### src/hdl/chan_flags_regs.vh
// Register offsets, field positions and reset values for the channel flag block
// Assumes inclusion by bare name from the design files
`ifndef CHAN_FLAGS_REGS_VH
`define CHAN_FLAGS_REGS_VH

`define OFS_EVENT_FLAGS     12'h000
`define OFS_EVENT_MASK      12'h004
`define OFS_PACKETS         12'h008
`define OFS_CHAN_CTRL       12'h00c
`define OFS_LAST_PID        12'h010

`define BIT_DONE            0
`define BIT_HALTED          1
`define BIT_STALL           3
`define BIT_NAK             4
`define BIT_ACK             5
`define BIT_FAULT           7
`define BIT_BABBLE          8
`define BIT_OVERRUN         9
`define BIT_TOGGLE          10

`define FLAGS_USED          32'h0000_07bb
`define FLAGS_RESET         32'h0000_0000
`define MASK_RESET          32'h0000_0000
`define PACKETS_RESET       10'h000
`define CTRL_RESET          2'h0

`define RESP_OKAY           2'h0
`define RESP_SLVERR         2'h2

`define CTRL_BIT_ENABLE     0
`define CTRL_BIT_DISABLE    1

`endif

### src/hdl/usb_host_channel_status_flags.v
// Host channel event flags with interrupt mask, packet counter and AXI4-Lite slave
// Assumes link events arrive as one-cycle pulses from logic on clk_sys
`timescale 1ns/10ps
`default_nettype none
`include "chan_flags_regs.vh"

// How it works
// RULE1 - CRC, timeout, stuffing, false EOP set bit7
// RULE2 - Error or software disable sets halted bit1
// RULE3 - Clean transfer end sets done bit0
// RULE4 - ACK sent or received sets bit5
// RULE5 - NAK received sets bit4
// RULE6 - STALL received sets bit3
// RULE7 - Wrong data PID toggle sets bit10
// RULE8 - Missed periodic frame sets bit9
// RULE9 - Overlong device transmission sets bit8
// RULE10 - Software keeps unused bits at reset
// RULE11 - Mask bit one lets flag interrupt
// RULE12 - Count packets down, zero means done
// RULE13 - Flags stay until written one; the code also clears every flag when the flag register is read
module usb_host_channel_status_flags #(
  parameter PKT_W = 10
) (
  input  wire        clk_sys,
  input  wire        nrst,
  input  wire [11:0] s_axi_awaddr,
  input  wire        s_axi_awvalid,
  output wire        s_axi_awready,
  input  wire [31:0] s_axi_wdata,
  input  wire [3:0]  s_axi_wstrb,
  input  wire        s_axi_wvalid,
  output wire        s_axi_wready,
  output reg  [1:0]  s_axi_bresp,
  output reg         s_axi_bvalid,
  input  wire        s_axi_bready,
  input  wire [11:0] s_axi_araddr,
  input  wire        s_axi_arvalid,
  output wire        s_axi_arready,
  output reg  [31:0] s_axi_rdata,
  output reg  [1:0]  s_axi_rresp,
  output reg         s_axi_rvalid,
  input  wire        s_axi_rready,
  input  wire        ev_crc_fail,
  input  wire        ev_timeout,
  input  wire        ev_bitstuff,
  input  wire        ev_false_eop,
  input  wire        ev_ack,
  input  wire        ev_nak,
  input  wire        ev_stall,
  input  wire        ev_toggle_bad,
  input  wire        ev_frame_miss,
  input  wire        ev_babble,
  input  wire        ev_packet_ok,
  output reg         channel_active,
  output wire        irq
);

  reg  [31:0]      flags;
  reg  [31:0]      mask;
  reg  [PKT_W-1:0] packets_remaining;
  reg              halt_req;
  reg              aw_held;
  reg              w_held;
  reg  [11:0]      aw_addr;
  reg  [31:0]      w_data;
  reg  [3:0]       w_strb;
  reg  [31:0]      next_flags;
  reg  [31:0]      set_bits;
  reg  [31:0]      clr_bits;
  reg  [31:0]      rd_word;
  reg  [1:0]       rd_resp;
  wire             fault;
  wire             do_write;
  wire             do_read;
  wire [3:0]       log_rd;
  wire [31:0]      pkt_word;

  // Apply byte strobes so a partial write touches only its lanes
  function [31:0] lanes;
    input [31:0] old_v;
    input [31:0] new_v;
    input [3:0]  strb;
    integer k;
    begin
      lanes = old_v;
      for (k = 0; k < 4; k = k + 1) begin
        if (strb[k]) begin
          lanes[k*8 +: 8] = new_v[k*8 +: 8];
        end
      end
    end
  endfunction

  function [31:0] bit_at;
    input integer pos;
    begin
      bit_at = 32'h0000_0001 << pos;
    end
  endfunction

  // Write address and data may arrive in either order; hold each until both are in
  assign s_axi_awready = !aw_held && !s_axi_bvalid;
  assign s_axi_wready  = !w_held && !s_axi_bvalid;
  assign do_write      = aw_held && w_held && !s_axi_bvalid;
  assign s_axi_arready = !s_axi_rvalid;
  assign do_read       = s_axi_arvalid && s_axi_arready;

  always @(posedge clk_sys) begin
    if (!nrst) begin
      aw_held <= 1'b0;
      w_held  <= 1'b0;
      aw_addr <= 12'h000;
      w_data  <= 32'h0000_0000;
      w_strb  <= 4'h0;
      s_axi_bvalid <= 1'b0;
      s_axi_bresp  <= `RESP_OKAY;
    end else begin
      if (s_axi_awvalid && s_axi_awready) begin
        aw_held <= 1'b1;
        aw_addr <= s_axi_awaddr;
      end
      if (s_axi_wvalid && s_axi_wready) begin
        w_held <= 1'b1;
        w_data <= s_axi_wdata;
        w_strb <= s_axi_wstrb;
      end
      if (do_write) begin
        aw_held <= 1'b0;
        w_held  <= 1'b0;
        s_axi_bvalid <= 1'b1;
        if (aw_addr == `OFS_EVENT_FLAGS || aw_addr == `OFS_EVENT_MASK
            || aw_addr == `OFS_PACKETS || aw_addr == `OFS_CHAN_CTRL) begin
          s_axi_bresp <= `RESP_OKAY;
        end else begin
          s_axi_bresp <= `RESP_SLVERR;
        end
      end else if (s_axi_bvalid && s_axi_bready) begin
        s_axi_bvalid <= 1'b0;
      end
    end
  end

  assign fault = ev_crc_fail | ev_timeout | ev_bitstuff | ev_false_eop;

  // Counter takes only its own low bits of the written word
  assign pkt_word = lanes({{(32-PKT_W){1'b0}}, packets_remaining}, w_data, w_strb);

  // Hardware sets win over a clear arriving in the same cycle
  always @* begin
    set_bits = 32'h0000_0000;
    if (fault) begin
      set_bits = set_bits | bit_at(`BIT_FAULT);             // [RULE1]
    end
    if (channel_active && (fault || halt_req || ev_babble || ev_frame_miss)) begin
      set_bits = set_bits | bit_at(`BIT_HALTED);            // [RULE2]
    end
    if (channel_active && ev_packet_ok && !fault
        && packets_remaining == {{(PKT_W-1){1'b0}}, 1'b1}) begin
      set_bits = set_bits | bit_at(`BIT_DONE);              // [RULE3] [RULE12]
    end
    if (ev_ack) begin
      set_bits = set_bits | bit_at(`BIT_ACK);               // [RULE4]
    end
    if (ev_nak) begin
      set_bits = set_bits | bit_at(`BIT_NAK);               // [RULE5]
    end
    if (ev_stall) begin
      set_bits = set_bits | bit_at(`BIT_STALL);             // [RULE6]
    end
    if (ev_toggle_bad) begin
      set_bits = set_bits | bit_at(`BIT_TOGGLE);            // [RULE7]
    end
    if (ev_frame_miss) begin
      set_bits = set_bits | bit_at(`BIT_OVERRUN);           // [RULE8]
    end
    if (ev_babble) begin
      set_bits = set_bits | bit_at(`BIT_BABBLE);            // [RULE9]
    end
    clr_bits = 32'h0000_0000;
    if (do_write && aw_addr == `OFS_EVENT_FLAGS) begin
      clr_bits = lanes(32'h0000_0000, w_data, w_strb);      // [RULE13]
    end
    // Reading the flags clears them too, so a poll loop needs no write-back
    if (do_read && s_axi_araddr == `OFS_EVENT_FLAGS) begin
      clr_bits = 32'hffff_ffff;
    end
    next_flags = ((flags & ~clr_bits) | set_bits) & `FLAGS_USED;  // [RULE10]
  end

  always @(posedge clk_sys) begin
    if (!nrst) begin
      flags             <= `FLAGS_RESET;
      mask              <= `MASK_RESET;
      packets_remaining <= `PACKETS_RESET;
      channel_active    <= 1'b0;
      halt_req          <= 1'b0;
    end else begin
      flags    <= next_flags;
      halt_req <= 1'b0;
      if (do_write && aw_addr == `OFS_EVENT_MASK) begin
        mask <= lanes(mask, w_data, w_strb) & `FLAGS_USED;
      end
      if (do_write && aw_addr == `OFS_CHAN_CTRL && w_strb[0]) begin
        if (w_data[`CTRL_BIT_DISABLE]) begin
          halt_req <= 1'b1;
        end else if (w_data[`CTRL_BIT_ENABLE]) begin
          channel_active <= 1'b1;
        end
      end
      if (set_bits[`BIT_HALTED] || set_bits[`BIT_DONE]) begin
        channel_active <= 1'b0;
      end
      if (do_write && aw_addr == `OFS_PACKETS) begin
        packets_remaining <= pkt_word[PKT_W-1:0];
      end else if (channel_active && ev_packet_ok && !fault
                   && packets_remaining != {PKT_W{1'b0}}) begin
        packets_remaining <= packets_remaining - {{(PKT_W-1){1'b0}}, 1'b1};  // [RULE12]
      end
    end
  end

  assign irq = |(flags & mask);  // [RULE11]

  // Keeps the last handshake code seen; slot 0 only, a one-channel instance
  event_log_mem #(.WIDTH(4), .DEPTH(8), .AW(3)) u_log (
    .clk_sys (clk_sys),
    .nrst    (nrst),
    .wr_en   (ev_ack | ev_nak | ev_stall),
    .wr_addr (3'h0),
    .wr_data ({1'b1, ev_stall, ev_nak, ev_ack}),
    .rd_addr (3'h0),
    .rd_data (log_rd)
  );

  always @* begin
    rd_resp = `RESP_OKAY;
    rd_word = 32'h0000_0000;
    if (s_axi_araddr == `OFS_EVENT_FLAGS) begin
      rd_word = flags;
    end else if (s_axi_araddr == `OFS_EVENT_MASK) begin
      rd_word = mask;
    end else if (s_axi_araddr == `OFS_PACKETS) begin
      rd_word = {{(32-PKT_W){1'b0}}, packets_remaining};
    end else if (s_axi_araddr == `OFS_CHAN_CTRL) begin
      rd_word = {31'h0000_0000, channel_active};
    end else if (s_axi_araddr == `OFS_LAST_PID) begin
      rd_word = {28'h000_0000, log_rd};
    end else begin
      rd_resp = `RESP_SLVERR;
    end
  end

  always @(posedge clk_sys) begin
    if (!nrst) begin
      s_axi_rvalid <= 1'b0;
      s_axi_rdata  <= 32'h0000_0000;
      s_axi_rresp  <= `RESP_OKAY;
    end else if (do_read) begin
      s_axi_rvalid <= 1'b1;
      s_axi_rdata  <= rd_word;
      s_axi_rresp  <= rd_resp;
    end else if (s_axi_rvalid && s_axi_rready) begin
      s_axi_rvalid <= 1'b0;
    end
  end

endmodule

`default_nettype wire

### src/hdl/event_log_mem.v
// Small log memory: the last handshake seen per slot, registered read data
// Assumes one clock, synchronous active-low reset, single write and read port
`timescale 1ns/10ps
`default_nettype none

module event_log_mem #(
  parameter WIDTH = 4,
  parameter DEPTH = 8,
  parameter AW    = 3
) (
  input  wire             clk_sys,
  input  wire             nrst,
  input  wire             wr_en,
  input  wire [AW-1:0]    wr_addr,
  input  wire [WIDTH-1:0] wr_data,
  input  wire [AW-1:0]    rd_addr,
  output reg  [WIDTH-1:0] rd_data
);

  reg [WIDTH-1:0] mem [0:DEPTH-1];
  integer i;

  always @(posedge clk_sys) begin
    if (!nrst) begin
      for (i = 0; i < DEPTH; i = i + 1) begin
        mem[i] <= {WIDTH{1'b0}};
      end
      rd_data <= {WIDTH{1'b0}};
    end else begin
      if (wr_en) begin
        mem[wr_addr] <= wr_data;
      end
      rd_data <= mem[rd_addr];
    end
  end

endmodule

`default_nettype wire

### config.mk
export PLATFORM = sky130hd
export DESIGN_NAME = usb_host_channel_status_flags
export DESIGN_NICKNAME = d
export VERILOG_FILES = /design/src/hdl/usb_host_channel_status_flags.v /design/src/hdl/event_log_mem.v
export VERILOG_INCLUDE_DIRS = /design/src /design/src/hdl
export SDC_FILE = /design/constraint.sdc
export NUM_CORES = 1
export LEC_CHECK = 0
export BUFFER_PORTS_ARGS = -buffer_cell sky130_fd_sc_hd__buf_4
export CAP_MARGIN = 20
export CELL_PAD_IN_SITES_DETAIL_PLACEMENT = 0
export CELL_PAD_IN_SITES_GLOBAL_PLACEMENT = 2
export CORE_ASPECT_RATIO = 1.2
export CORE_UTILIZATION = 29
export DETAILED_ROUTE_END_ITERATION = 7
export PLACE_DENSITY_LB_ADDON = 0.1
export SETUP_SLACK_MARGIN = 0.15
export SYNTH_ARGS = -nofsm -noshare
export SYNTH_HDL_FRONTEND = slang
export SYNTH_SLANG_ARGS = --single-unit
### constraint.sdc
create_clock -name clk_sys -period 3 [get_ports clk_sys]
set_clock_uncertainty 0.05 [all_clocks]
set_input_delay 0.15 -clock clk_sys [delete_from_list [all_inputs] [get_ports clk_sys]]
set_output_delay 0.15 -clock clk_sys [all_outputs]
set_load 0.05 [all_outputs]
==> flow_summary.toml, run 1 <==
[drt]
detail_route.wirelength_um = 10500
drtIter0Drc = 186
remaining_drc_errors = 0
via_count = 3304
drt_pass1_iterations = 4
drt-vias-per-instance = 4.87
routed_len_inst_um = 15.5
antenna_violating_nets_post_route = 0

[min_path]
whs_path_cells = 3
hp-class = "in -> reg"
hp-start = "s_axi_wdata[3]"
worst_hold_path.endpoint = "w_data[3]"

[status]
run_status = "finished clean"

[floorplanning]
cell_rows = 44
die_x_um = 105
placeable_core_region_mm2 = 0.0123
initial_core_utilization_pct = 30.1
boundary_pins = 121
floorplan.die_area_mm2 = 0.0132
die_y_um = 126

[critical_path]
path_buf_inv = 0
worst_path_largest_cell_delay_ns = 0.62
cp_cell_sequence = "or4_4, or4b_4, o2111ai_1, o21ai_0, o21a_1"
ff2ff_setup_slack_ns = 0.52
critical_path.reg2reg.startpoint = "packets_remaining[4]"
critical_path.top_delay_family = "simple AND/OR/NAND/NOR gates"
critical_path.startpoint_type = "flip-flop"
ff2ff_path_depth = 5
worstSetupEndpointType = "flip-flop"
worstSetupPathDepth = 5
crit_path_max_fanout = 9
cp_slowest_cell = "sky130_fd_sc_hd__or4_4"
crit_type = "reg -> reg"
critPathRequiredTime_ns = 3.19
crit_path_arrival_time_ns = 2.66
crit-reg2reg-capture = "packets_remaining[3]"

[timing]
finalCritPeriodShare_pct = 82.6
worstMarginPinSlew_ns = 0.653
timing.final.crit_period_ns = 2.48
hold_viol = 0
max-slew-margin-rel_pct = 56.4
totalNegativeSetupSlack_ns = 0
finalMaxSlewViolations = 0
setup_viol = 0
clock.fmax_ghz = 0.404
setup_repair_after_global_routing_missed_its_margin = "no"

[yosys]
syn-mean-instance-area_um2 = 8.41
synth_cell_types = 59
synthesis.instances = 440
synth-seq-cells = 80
yosysWarnings = 0
synth.top_cells.by_count = "78 x sky130_fd_sc_hd__nand2_1, 77 x sky130_fd_sc_hd__dfxtp_1, 39 x sky130_fd_sc_hd__a21oi_1, 28 x sky130_fd_sc_hd__nor2_1, 26 x sky130_fd_sc_hd__o21ai_0"
synth_enable_flop_cells = 3
mappedNetlistArea_mm2 = 0.00370
yosys_most_used_dff = "sky130_fd_sc_hd__dfxtp_1"
async_reset_ff_share_pct = 0
netlist.area_leader.share_pct = 41.7
yosys-top-cells-area = "sky130_fd_sc_hd__dfxtp_1 42%, sky130_fd_sc_hd__nand2_1 7.9%, sky130_fd_sc_hd__a21oi_1 5.3%"
synthDominantAreaCellType = "sky130_fd_sc_hd__dfxtp_1"
seq_area_frac_synth_pct = 44.1
synthMostInstantiatedCell = "sky130_fd_sc_hd__nand2_1"

[global_route]
busiest_layer = "met2"
grt_max_degree = 29
use_met3_pct = 3.26
grt_usage_pct = 16.5
grt_total_ovfl = 0
grt_antenna_before_repair = 0
met2_usage_pct = 27.3
gr-usage-met1_pct = 20.6
number_of_global_route_vias_before_repair = 3111
grt_first_pass_wirelength_um = 16800

[finish]
nets = 593
drive_above_1_share_pct = 20.8
layout_area_growth_over_synthesis_pct = 27.8
diodes = 0

[cts]
post_cts_resize_count = 0
cts_setup_buffers = 0
clk_path_buf_depth = 2
cts_made_buffers = 9
htreeDepth = 3
clock-root-buffer = "sky130_fd_sc_hd__clkbuf_16"
insertion_delay_ns = 0.34
clk_transition_reported_paths_ns = 0.06
clock-sinks = 80
cts_tree = "done"

[pwr]
power.static_leakage_nw = 1.90
vdd.ir_drop.worst_uv = 258
power.density_mw_per_mm2 = 585
total_power_mw = 2.77

[placement]
port_buffers = 74
dp_hpwl_um = 7780
gp_congestion = 0.802

[job]
max-cap-violations = 0
worst max path at each step:
stage | start | to | slack [ns]
after floorplan | packets_remaining[4] | packets_remaining[3] | 0.78
after global placement | packets_remaining[4] | packets_remaining[3] | 0.57
after detailed placement | packets_remaining[4] | packets_remaining[3] | 0.55
after CTS | packets_remaining[4] | packets_remaining[3] | 0.54
after global routing | aw_addr[6] | flags[10] | 0.28
final | packets_remaining[4] | packets_remaining[3] | 0.52
per-layer routing:
layer / vias up / share of wire [%]
met3: 13 / 3.7
met5: - / 0
met4: 0 / 2.8
met2: 86 / 48
met1: 1538 / 46
li1: 1667 / -
power breakdown:
part	internal, mW	total (mW)	switching, mW	leakage [nW]
clock network	0.857	1.30	0.444	0.172
logic	0.109	0.313	0.204	1.07
registers	1.11	1.15	0.0391	0.663
total	2.08	2.77	0.688	1.90
per-stage QoR:
step                      instances  worst slack, ns  hold slack, ns  cell area [µm²]  util, %
after floorplan                 462            0.782           0.200             3780        -
after global placement          655            0.567           0.290             4290     35.0
after detailed placement        655            0.552           0.293             4290     35.0
after CTS                       679            0.540         0.00103             4730     38.5
after global routing            679            0.280         0.00539             4730     38.5
final                           679            0.522         0.00840             4730     38.5
tightest hold or removal path: stages:
cell,delay [ns]
sky130_fd_sc_hd__buf_4,0.11
sky130_fd_sc_hd__nand2_1,0.04
sky130_fd_sc_hd__a21oi_1,0.05
state kept, by name, summed over array words and instances, names as in the netlist:
name and count:
aw_addr 12, aw_held 1, channel_active 1, flags 9, halt_req 1, mask 9, packets_remaining 10, s_axi_bresp 1
s_axi_bvalid 1, s_axi_rdata 11, s_axi_rresp 1, s_axi_rvalid 1, u_log.mem 4, u_log.rd_data 4, w_data 11, w_held 1
w_strb 2
cell families (layout without fill, tap and decap cells):
family	after synthesis	after routing	synth area share, %
muxes	12	12	3.25
other	1	23	0.101
DFF	80	80	44.1
buffers and inverters	63	119	8.96
adders and majority gates	2	2	0.676
AOI/OAI and AO/OA	113	113	20.3
and+or+nand+nor	169	169	22.6
cells in the final DEF, fill, tap and decap left out, types with 10 or more instances in the layout:
| cell type | synthesis | routed |
|---|---|---|
| sky130_fd_sc_hd__nor3_1 | 10 | 10 |
| sky130_fd_sc_hd__nand2_1 | 78 | 78 |
| sky130_fd_sc_hd__inv_1 | 18 | 18 |
| sky130_fd_sc_hd__conb_1 | 1 | 23 |
| sky130_fd_sc_hd__o21ai_0 | 26 | 26 |
| sky130_fd_sc_hd__buf_4 | 23 | 76 |
| sky130_fd_sc_hd__a21oi_1 | 39 | 39 |
| sky130_fd_sc_hd__mux2i_1 | 12 | 12 |
| sky130_fd_sc_hd__dfxtp_1 | 77 | 77 |
| sky130_fd_sc_hd__nor2_1 | 28 | 28 |
repair_timing:
item,in CTS,in global routing
setup endpoints to repair,0,0
endpoints found under the hold margin,8,0
hold buffers,8,0
layout make-up:
cell class / instances / area [µm²]
clock buffers: 11 / 253
clock inverters: 5 / 103
fillers: 1316 / 7550
inverters: 19 / 71.3
multi-input cells: 319 / 1820
flip-flops and latches: 80 / 1630
well taps: 161 / 201
repair buffers: 84 / 651
(Power assumes the default switching activity.)
==> run 2, diff against run 1 <==
- CORE_UTILIZATION: 29 -> 26
- clock period: 3 -> 2.15 ns (I/O delays scaled with it)
==> flow_summary.toml, run 2 (same netlist as run 1, synthesis figures left out) <==
[status]
run_status = "finished, violations left"
violated_checks = "setup timing"

[pwr]
netSwitchingPower_mw = 0.983
seq_power_share_pct = 45.9
power.density_mw_per_mm2 = 674
p_comb_share_pct = 14.4
power.static_leakage_nw = 2.11
clock_power_share_pct = 39.7
vdd.ir_drop.worst_uv = 310
internal_dissipation_mw = 2.54
power.share.switching_pct = 27.9

[timing]
holdWs_ns = 0.0194
finalMaxSlewViolations = 0
totalNegativeSetupSlack_ns = -0.0508
setup_viol = 2
timing.final.crit_period_ns = 2.18
max-slew-margin-rel_pct = 63.0
hold_viol = 0
finalCritPeriodShare_pct = 101
final_worst_slack_ns = -0.0299
clock.fmax_ghz = 0.459
setup_repair_after_global_routing_missed_its_margin = "yes"
worstMarginPinSlew_ns = 0.548

[floorplanning]
boundary_pins = 121
initial_core_utilization_pct = 26.8
floorplan.die_area_mm2 = 0.0147
die_y_um = 133
placeable_core_region_mm2 = 0.0138
cell_rows = 47
die_x_um = 111

[critical_path]
critPathRequiredTime_ns = 2.31
crit_path_arrival_time_ns = 2.34
worst_path_largest_cell_delay_ns = 0.54
crit_type = "reg -> reg"
critical_path.startpoint_type = "flip-flop"
crit_path_max_fanout = 6
worstSetupEndpointType = "flip-flop"
cp_cell_sequence = "or4_4, or4b_4, buf_4, o2111ai_4, buf_6, o211a_1, nor3_1"
path_buf_inv = 2
critical_path.top_delay_family = "simple AND/OR/NAND/NOR gates"
cp_slowest_cell = "sky130_fd_sc_hd__or4_4"

[cts]
clock-sinks = 80
cts_tree = "done"
clk_path_buf_depth = 2
cts_made_buffers = 9
clock-root-buffer = "sky130_fd_sc_hd__clkbuf_16"
insertion_delay_ns = 0.34
clk_transition_reported_paths_ns = 0.06
htreeDepth = 3

[finish]
nets = 644
instances_no_fill = 740
final_util_pct = 37.8
top_flop_regs = "aw_addr x12, s_axi_rdata x11, w_data x11"
layout.cells.most_common_list = "101 x sky130_fd_sc_hd__buf_4, 78 x sky130_fd_sc_hd__nand2_1, 72 x sky130_fd_sc_hd__dfxtp_1"
diodes = 0
flip_flop_count_of_the_largest_register_all_copies_and_words_added = 12
layout.cells.most_common = "sky130_fd_sc_hd__buf_4"
regMostFlops = "aw_addr"
layout_area_growth_over_synthesis_pct = 41.2
drive_above_1_share_pct = 26.5

[drt]
drt_pass1_iterations = 4
detail_route.wirelength_um = 11800
remaining_drc_errors = 0
routed_len_inst_um = 16.0
via_count = 3530
drtIter0Drc = 112
drt-vias-per-instance = 4.77
antenna_violating_nets_post_route = 0

[global_route]
grt_usage_pct = 16.4
grt_first_pass_wirelength_um = 18400
grt_total_ovfl = 0
number_of_global_route_vias_before_repair = 3387
grt_antenna_before_repair = 0
grt_max_degree = 36

[min_path]
hp-class = "in -> reg"

[placement]
gp_congestion = 0.801
dp_hpwl_um = 8750
port_buffers = 74
numPlacedInstances = 689

[job]
max-cap-violations = 0
run 2: changes by cell type in the layout (fill, tap and decap cells not counted), sizes merged:
| cell | previous run | this run |
|---|---|---|
| buf | 76 | 105 |
| dlygate4sd3 | 8 | 30 |
| clkbuf | 11 | 12 |
| bufinv | 3 | 0 |
| clkinvlp | 1 | 3 |
run 2: repair_timing:
action / in CTS / in global routing
setup endpoints to repair: 15 / 18
pin swaps: 3 / 7
endpoints found under the hold margin: 29 / 0
buffers inserted: 1 / 4
gates resized for setup: 1 / 20
hold buffers: 30 / 0
run 2: routing by layer:
layer / global-route usage, % / up-vias / part of all wire, %
li1: - / 1771 / -
met1: 20.6 / 1644 / 45
met2: 27.6 / 104 / 48
met3: 3.16 / 11 / 4.9
met4: 6.74 / 0 / 2.0
met5: 0 / - / 0
run 2: cell type report:
| cell class | count | area, µm² |
|---|---|---|
| clock inverters | 4 | 28.8 |
| flip-flops and latches | 80 | 1640 |
| well taps | 171 | 214 |
| fillers | 1444 | 8590 |
| multi-input cells | 319 | 1930 |
| clock buffers | 12 | 236 |
| repair buffers | 135 | 1100 |
| inverters | 19 | 75.1 |
run 2: path summary, 6_finish.rpt:
check                                           from                    to  slack (ns)  cells after the start
worst max-delay path            packets_remaining[7]  packets_remaining[5]       -0.03                      7
worst min-delay path                        ev_stall       u_log.mem[0][3]        0.02                      3
worst max register to register  packets_remaining[7]  packets_remaining[5]       -0.03                      7
worst min register to register       u_log.mem[0][3]      u_log.rd_data[3]        0.39                      2
run 2: through the flow:
stage / area [µm²] / setup slack (ns) / total power, mW
global placement: 4510 / 0.0285 / 2.10
detailed placement: 4510 / 0.0120 / 2.10
CTS: 5090 / -0.000455 / 3.57
finish: 5230 / -0.0299 / 3.52
floorplan: 3810 / 0.0477 / 1.95
global route: 5230 / -0.0848 / 3.69
run 2: worst min-delay path, stage by stage:
cell and delay (ns):
sky130_fd_sc_hd__buf_4 0.08, sky130_fd_sc_hd__nor3_1 0.05, sky130_fd_sc_hd__a21oi_1 0.14
run 2: power by group through the flow:
| stage | combinational [mW] | sequential [mW] | clock [mW] |
|---|---|---|---|
| 5_1_grt | 0.553 | 1.63 | 1.51 |
| 6_report | 0.507 | 1.62 | 1.40 |
| 3_3_place_gp | 0.455 | 1.64 | 0 |
| 4_1_cts | 0.503 | 1.61 | 1.45 |
| 3_5_place_dp | 0.457 | 1.65 | 0 |
| 2_1_floorplan | 0.312 | 1.64 | 0 |
==> run 3, diff against run 2 <==
- ABC_AREA: default -> 1
- CORE_UTILIZATION: 26 -> 25
==> flow_summary.toml, run 3 <==
[status]
run_status = "finished clean"

[finish]
layout.cells.most_common = "sky130_fd_sc_hd__buf_4"
top_flop_regs = "aw_addr x12, s_axi_rdata x11, w_data x11"
ff_latch_area_mm2 = 0.00163
layout.cells.most_common_list = "84 x sky130_fd_sc_hd__buf_4, 77 x sky130_fd_sc_hd__dfxtp_1, 76 x sky130_fd_sc_hd__nand2_1"
regMostFlops = "aw_addr"
layout_area_growth_over_synthesis_pct = 31.2
fill_cells = 1756
diodes = 0
drive_above_1_share_pct = 21.0
total_area_of_multi_input_combinational_cells_mm2 = 0.00201
instances_no_fill = 875
nets = 742
flip_flop_count_of_the_largest_register_all_copies_and_words_added = 12

[yosys]
synthDominantAreaCellType = "sky130_fd_sc_hd__dfxtp_1"
synth-seq-cells = 80
synth_cell_types = 41
mappedNetlistArea_mm2 = 0.00406
yosys_most_used_dff = "sky130_fd_sc_hd__dfxtp_1"
yosysWarnings = 0
seq_area_frac_synth_pct = 40.2
synth_enable_flop_cells = 3
yosys-top-cells-area = "sky130_fd_sc_hd__dfxtp_1 38%, sky130_fd_sc_hd__nor2_1 7.1%, sky130_fd_sc_hd__nand2_1 7.0%"
synth.top_cells.by_count = "77 x sky130_fd_sc_hd__dfxtp_1, 77 x sky130_fd_sc_hd__nor2_1, 76 x sky130_fd_sc_hd__nand2_1, 61 x sky130_fd_sc_hd__inv_1, 50 x sky130_fd_sc_hd__nand3_1"
syn-mean-instance-area_um2 = 7.24
async_reset_ff_share_pct = 0
synthesis.instances = 560
netlist.area_leader.share_pct = 38.0

[timing]
totalNegativeSetupSlack_ns = 0
setup_repair_after_global_routing_missed_its_margin = "no"
final_worst_slack_ns = 0.318
worstMarginPinSlew_ns = 0.527
clock.fmax_ghz = 0.546
setup_viol = 0
finalCritPeriodShare_pct = 85.2
finalMaxSlewViolations = 0
timing.final.crit_period_ns = 1.83
hold_viol = 0
max-slew-margin-rel_pct = 64.8

[drt]
detail_route.wirelength_um = 12200
drt_pass1_iterations = 4
antenna_violating_nets_post_route = 0
via_count = 3786
drt-vias-per-instance = 4.33
remaining_drc_errors = 0
routed_len_inst_um = 13.9
drtIter0Drc = 102

[critical_path]
path_buf_inv = 1
crit_type = "reg -> reg"
critical_path.most_common_cell = "sky130_fd_sc_hd__nor2_1"
ff2ff_path_depth = 10
critical_path.top_delay_family = "simple AND/OR/NAND/NOR gates"
crit_path_arrival_time_ns = 2.02
critPathRequiredTime_ns = 2.34
critical_path.startpoint_type = "flip-flop"
worstSetupPathDepth = 10
cp_slowest_cell = "sky130_fd_sc_hd__dfxtp_1"
worst_path_largest_cell_delay_ns = 0.40
crit_path_max_fanout = 10
worstSetupEndpointType = "flip-flop"
cp_cell_sequence = "inv_1, ha_1, nand2_1, nor2_1, a21oi_1, nand2_4, nand2_2, nand2_1, nor2_1, nor2_1"

[pwr]
netSwitchingPower_mw = 1.16
power.share.switching_pct = 31.0
internal_dissipation_mw = 2.59
vdd.ir_drop.worst_uv = 325
clock_power_share_pct = 40.3
p_comb_share_pct = 16.2
power.static_leakage_nw = 2.37
power.density_mw_per_mm2 = 705
seq_power_share_pct = 43.5

[global_route]
grt_total_ovfl = 0
grt_max_degree = 34
grt_antenna_before_repair = 0
number_of_global_route_vias_before_repair = 3610
grt_usage_pct = 15.2
grt_first_pass_wirelength_um = 19300

[floorplanning]
initial_core_utilization_pct = 25.8
die_y_um = 142
boundary_pins = 121
placeable_core_region_mm2 = 0.0157
floorplan.die_area_mm2 = 0.0167
die_x_um = 118
cell_rows = 50

[placement]
dp_hpwl_um = 9310
gp_congestion = 0.783
place_ws_ns = 0.312
port_buffers = 74
numPlacedInstances = 834

[cts]
cts_made_buffers = 9
post_cts_resize_count = 0
clk_path_buf_depth = 2
insertion_delay_ns = 0.35
clock-sinks = 80
cts_tree = "done"
clk_transition_reported_paths_ns = 0.06
clock-root-buffer = "sky130_fd_sc_hd__clkbuf_16"
htreeDepth = 3

[min_path]
hp-class = "in -> reg"
whs_path_cells = 3

[job]
max-cap-violations = 0
## run 3: cell count changes after synthesis, moves of 7 or more
cell	delta
sky130_fd_sc_hd__nor2_1	+49
sky130_fd_sc_hd__inv_1	+43
sky130_fd_sc_hd__nand3_1	+43
sky130_fd_sc_hd__o21ai_0	+21
sky130_fd_sc_hd__mux2i_1	-12
sky130_fd_sc_hd__and2_1	-9
sky130_fd_sc_hd__clkbuf_1	-8
sky130_fd_sc_hd__a21oi_2	+7
sky130_fd_sc_hd__o21ai_2	+7
## run 3: timing repair
action,in CTS,in global routing
setup buffers,0,0
endpoints found under the hold margin,25,0
hold buffers,25,0
## run 3: kinds of logic (layout without fill, tap and decap cells)
group | after synthesis | count (layout) | synth area share, %
XOR/XNOR | 6 | 6 | 1.30
other | 1 | 23 | 0.0924
buffers and inverters | 106 | 191 | 12.3
adder cells (fa/ha/maj) | 2 | 2 | 0.617
AND/OR/NAND/NOR | 248 | 248 | 29.2
AO/OA/AOI/OAI | 117 | 117 | 16.3
flip-flops | 80 | 80 | 40.2
## run 3: final timing paths
| check | slack [ns] | end | from |
|---|---|---|---|
| setup / recovery | 0.32 | packets_remaining[9] | packets_remaining[0] |
| hold / removal | 0.01 | aw_addr[3] | s_axi_awaddr[3] |
| setup reg to reg | 0.32 | packets_remaining[9] | packets_remaining[0] |
| hold reg to reg | 0.38 | u_log.rd_data[3] | u_log.mem[0][3] |
## run 3: worst reg2reg max path, delay by kind of cell (launching register included)
kind,cells,cell delay [ns]
flip-flops,1,0.40
AO/OA/AOI/OAI,1,0.22
buffers and inverters,1,0.10
adder cells (fa/ha/maj),1,0.25
AND/OR/NAND/NOR,7,0.69
## run 3: cell type report
cell class / instances / area share, %
multi-input cells: 396 / 37.8
flip-flops and latches: 80 / 30.7
repair buffers: 109 / 16.5
well taps: 208 / 4.89
inverters: 66 / 4.65
clock buffers: 9 / 4.23
clock inverters: 7 / 1.20
## run 3: power by group through the flow
stage / sequential (mW) / clock [mW] / combinational, mW
floorplan: 1.68 / 0 / 0.391
global placement: 1.67 / 0 / 0.579
CTS: 1.63 / 1.57 / 0.619
global route: 1.64 / 1.62 / 0.671
finish: 1.63 / 1.51 / 0.608
detailed placement: 1.67 / 0 / 0.582
## run 3: metal layers
layer	routed length, µm	vias up	part of all wire [%]	track usage (%)
li1	-	1992	-	-
met1	5340	1699	44	17.5
met2	6220	80	51	27.4
met3	394	15	3.2	2.97
met4	235	0	1.9	6.21
met5	0	-	0	0
## run 3: through the flow
step / instance area, µm² / total power [mW] / utilization, % / hold WS [ns]
after global placement: 4780 / 2.25 / 30.5 / 0.311
after detailed placement: 4780 / 2.25 / 30.5 / 0.318
final: 5320 / 3.75 / 33.9 / 0.0143
after global routing: 5320 / 3.93 / 33.9 / 0.0135
after floorplan: 4140 / 2.07 / - / 0.191
after CTS: 5320 / 3.82 / 33.9 / 0.000410
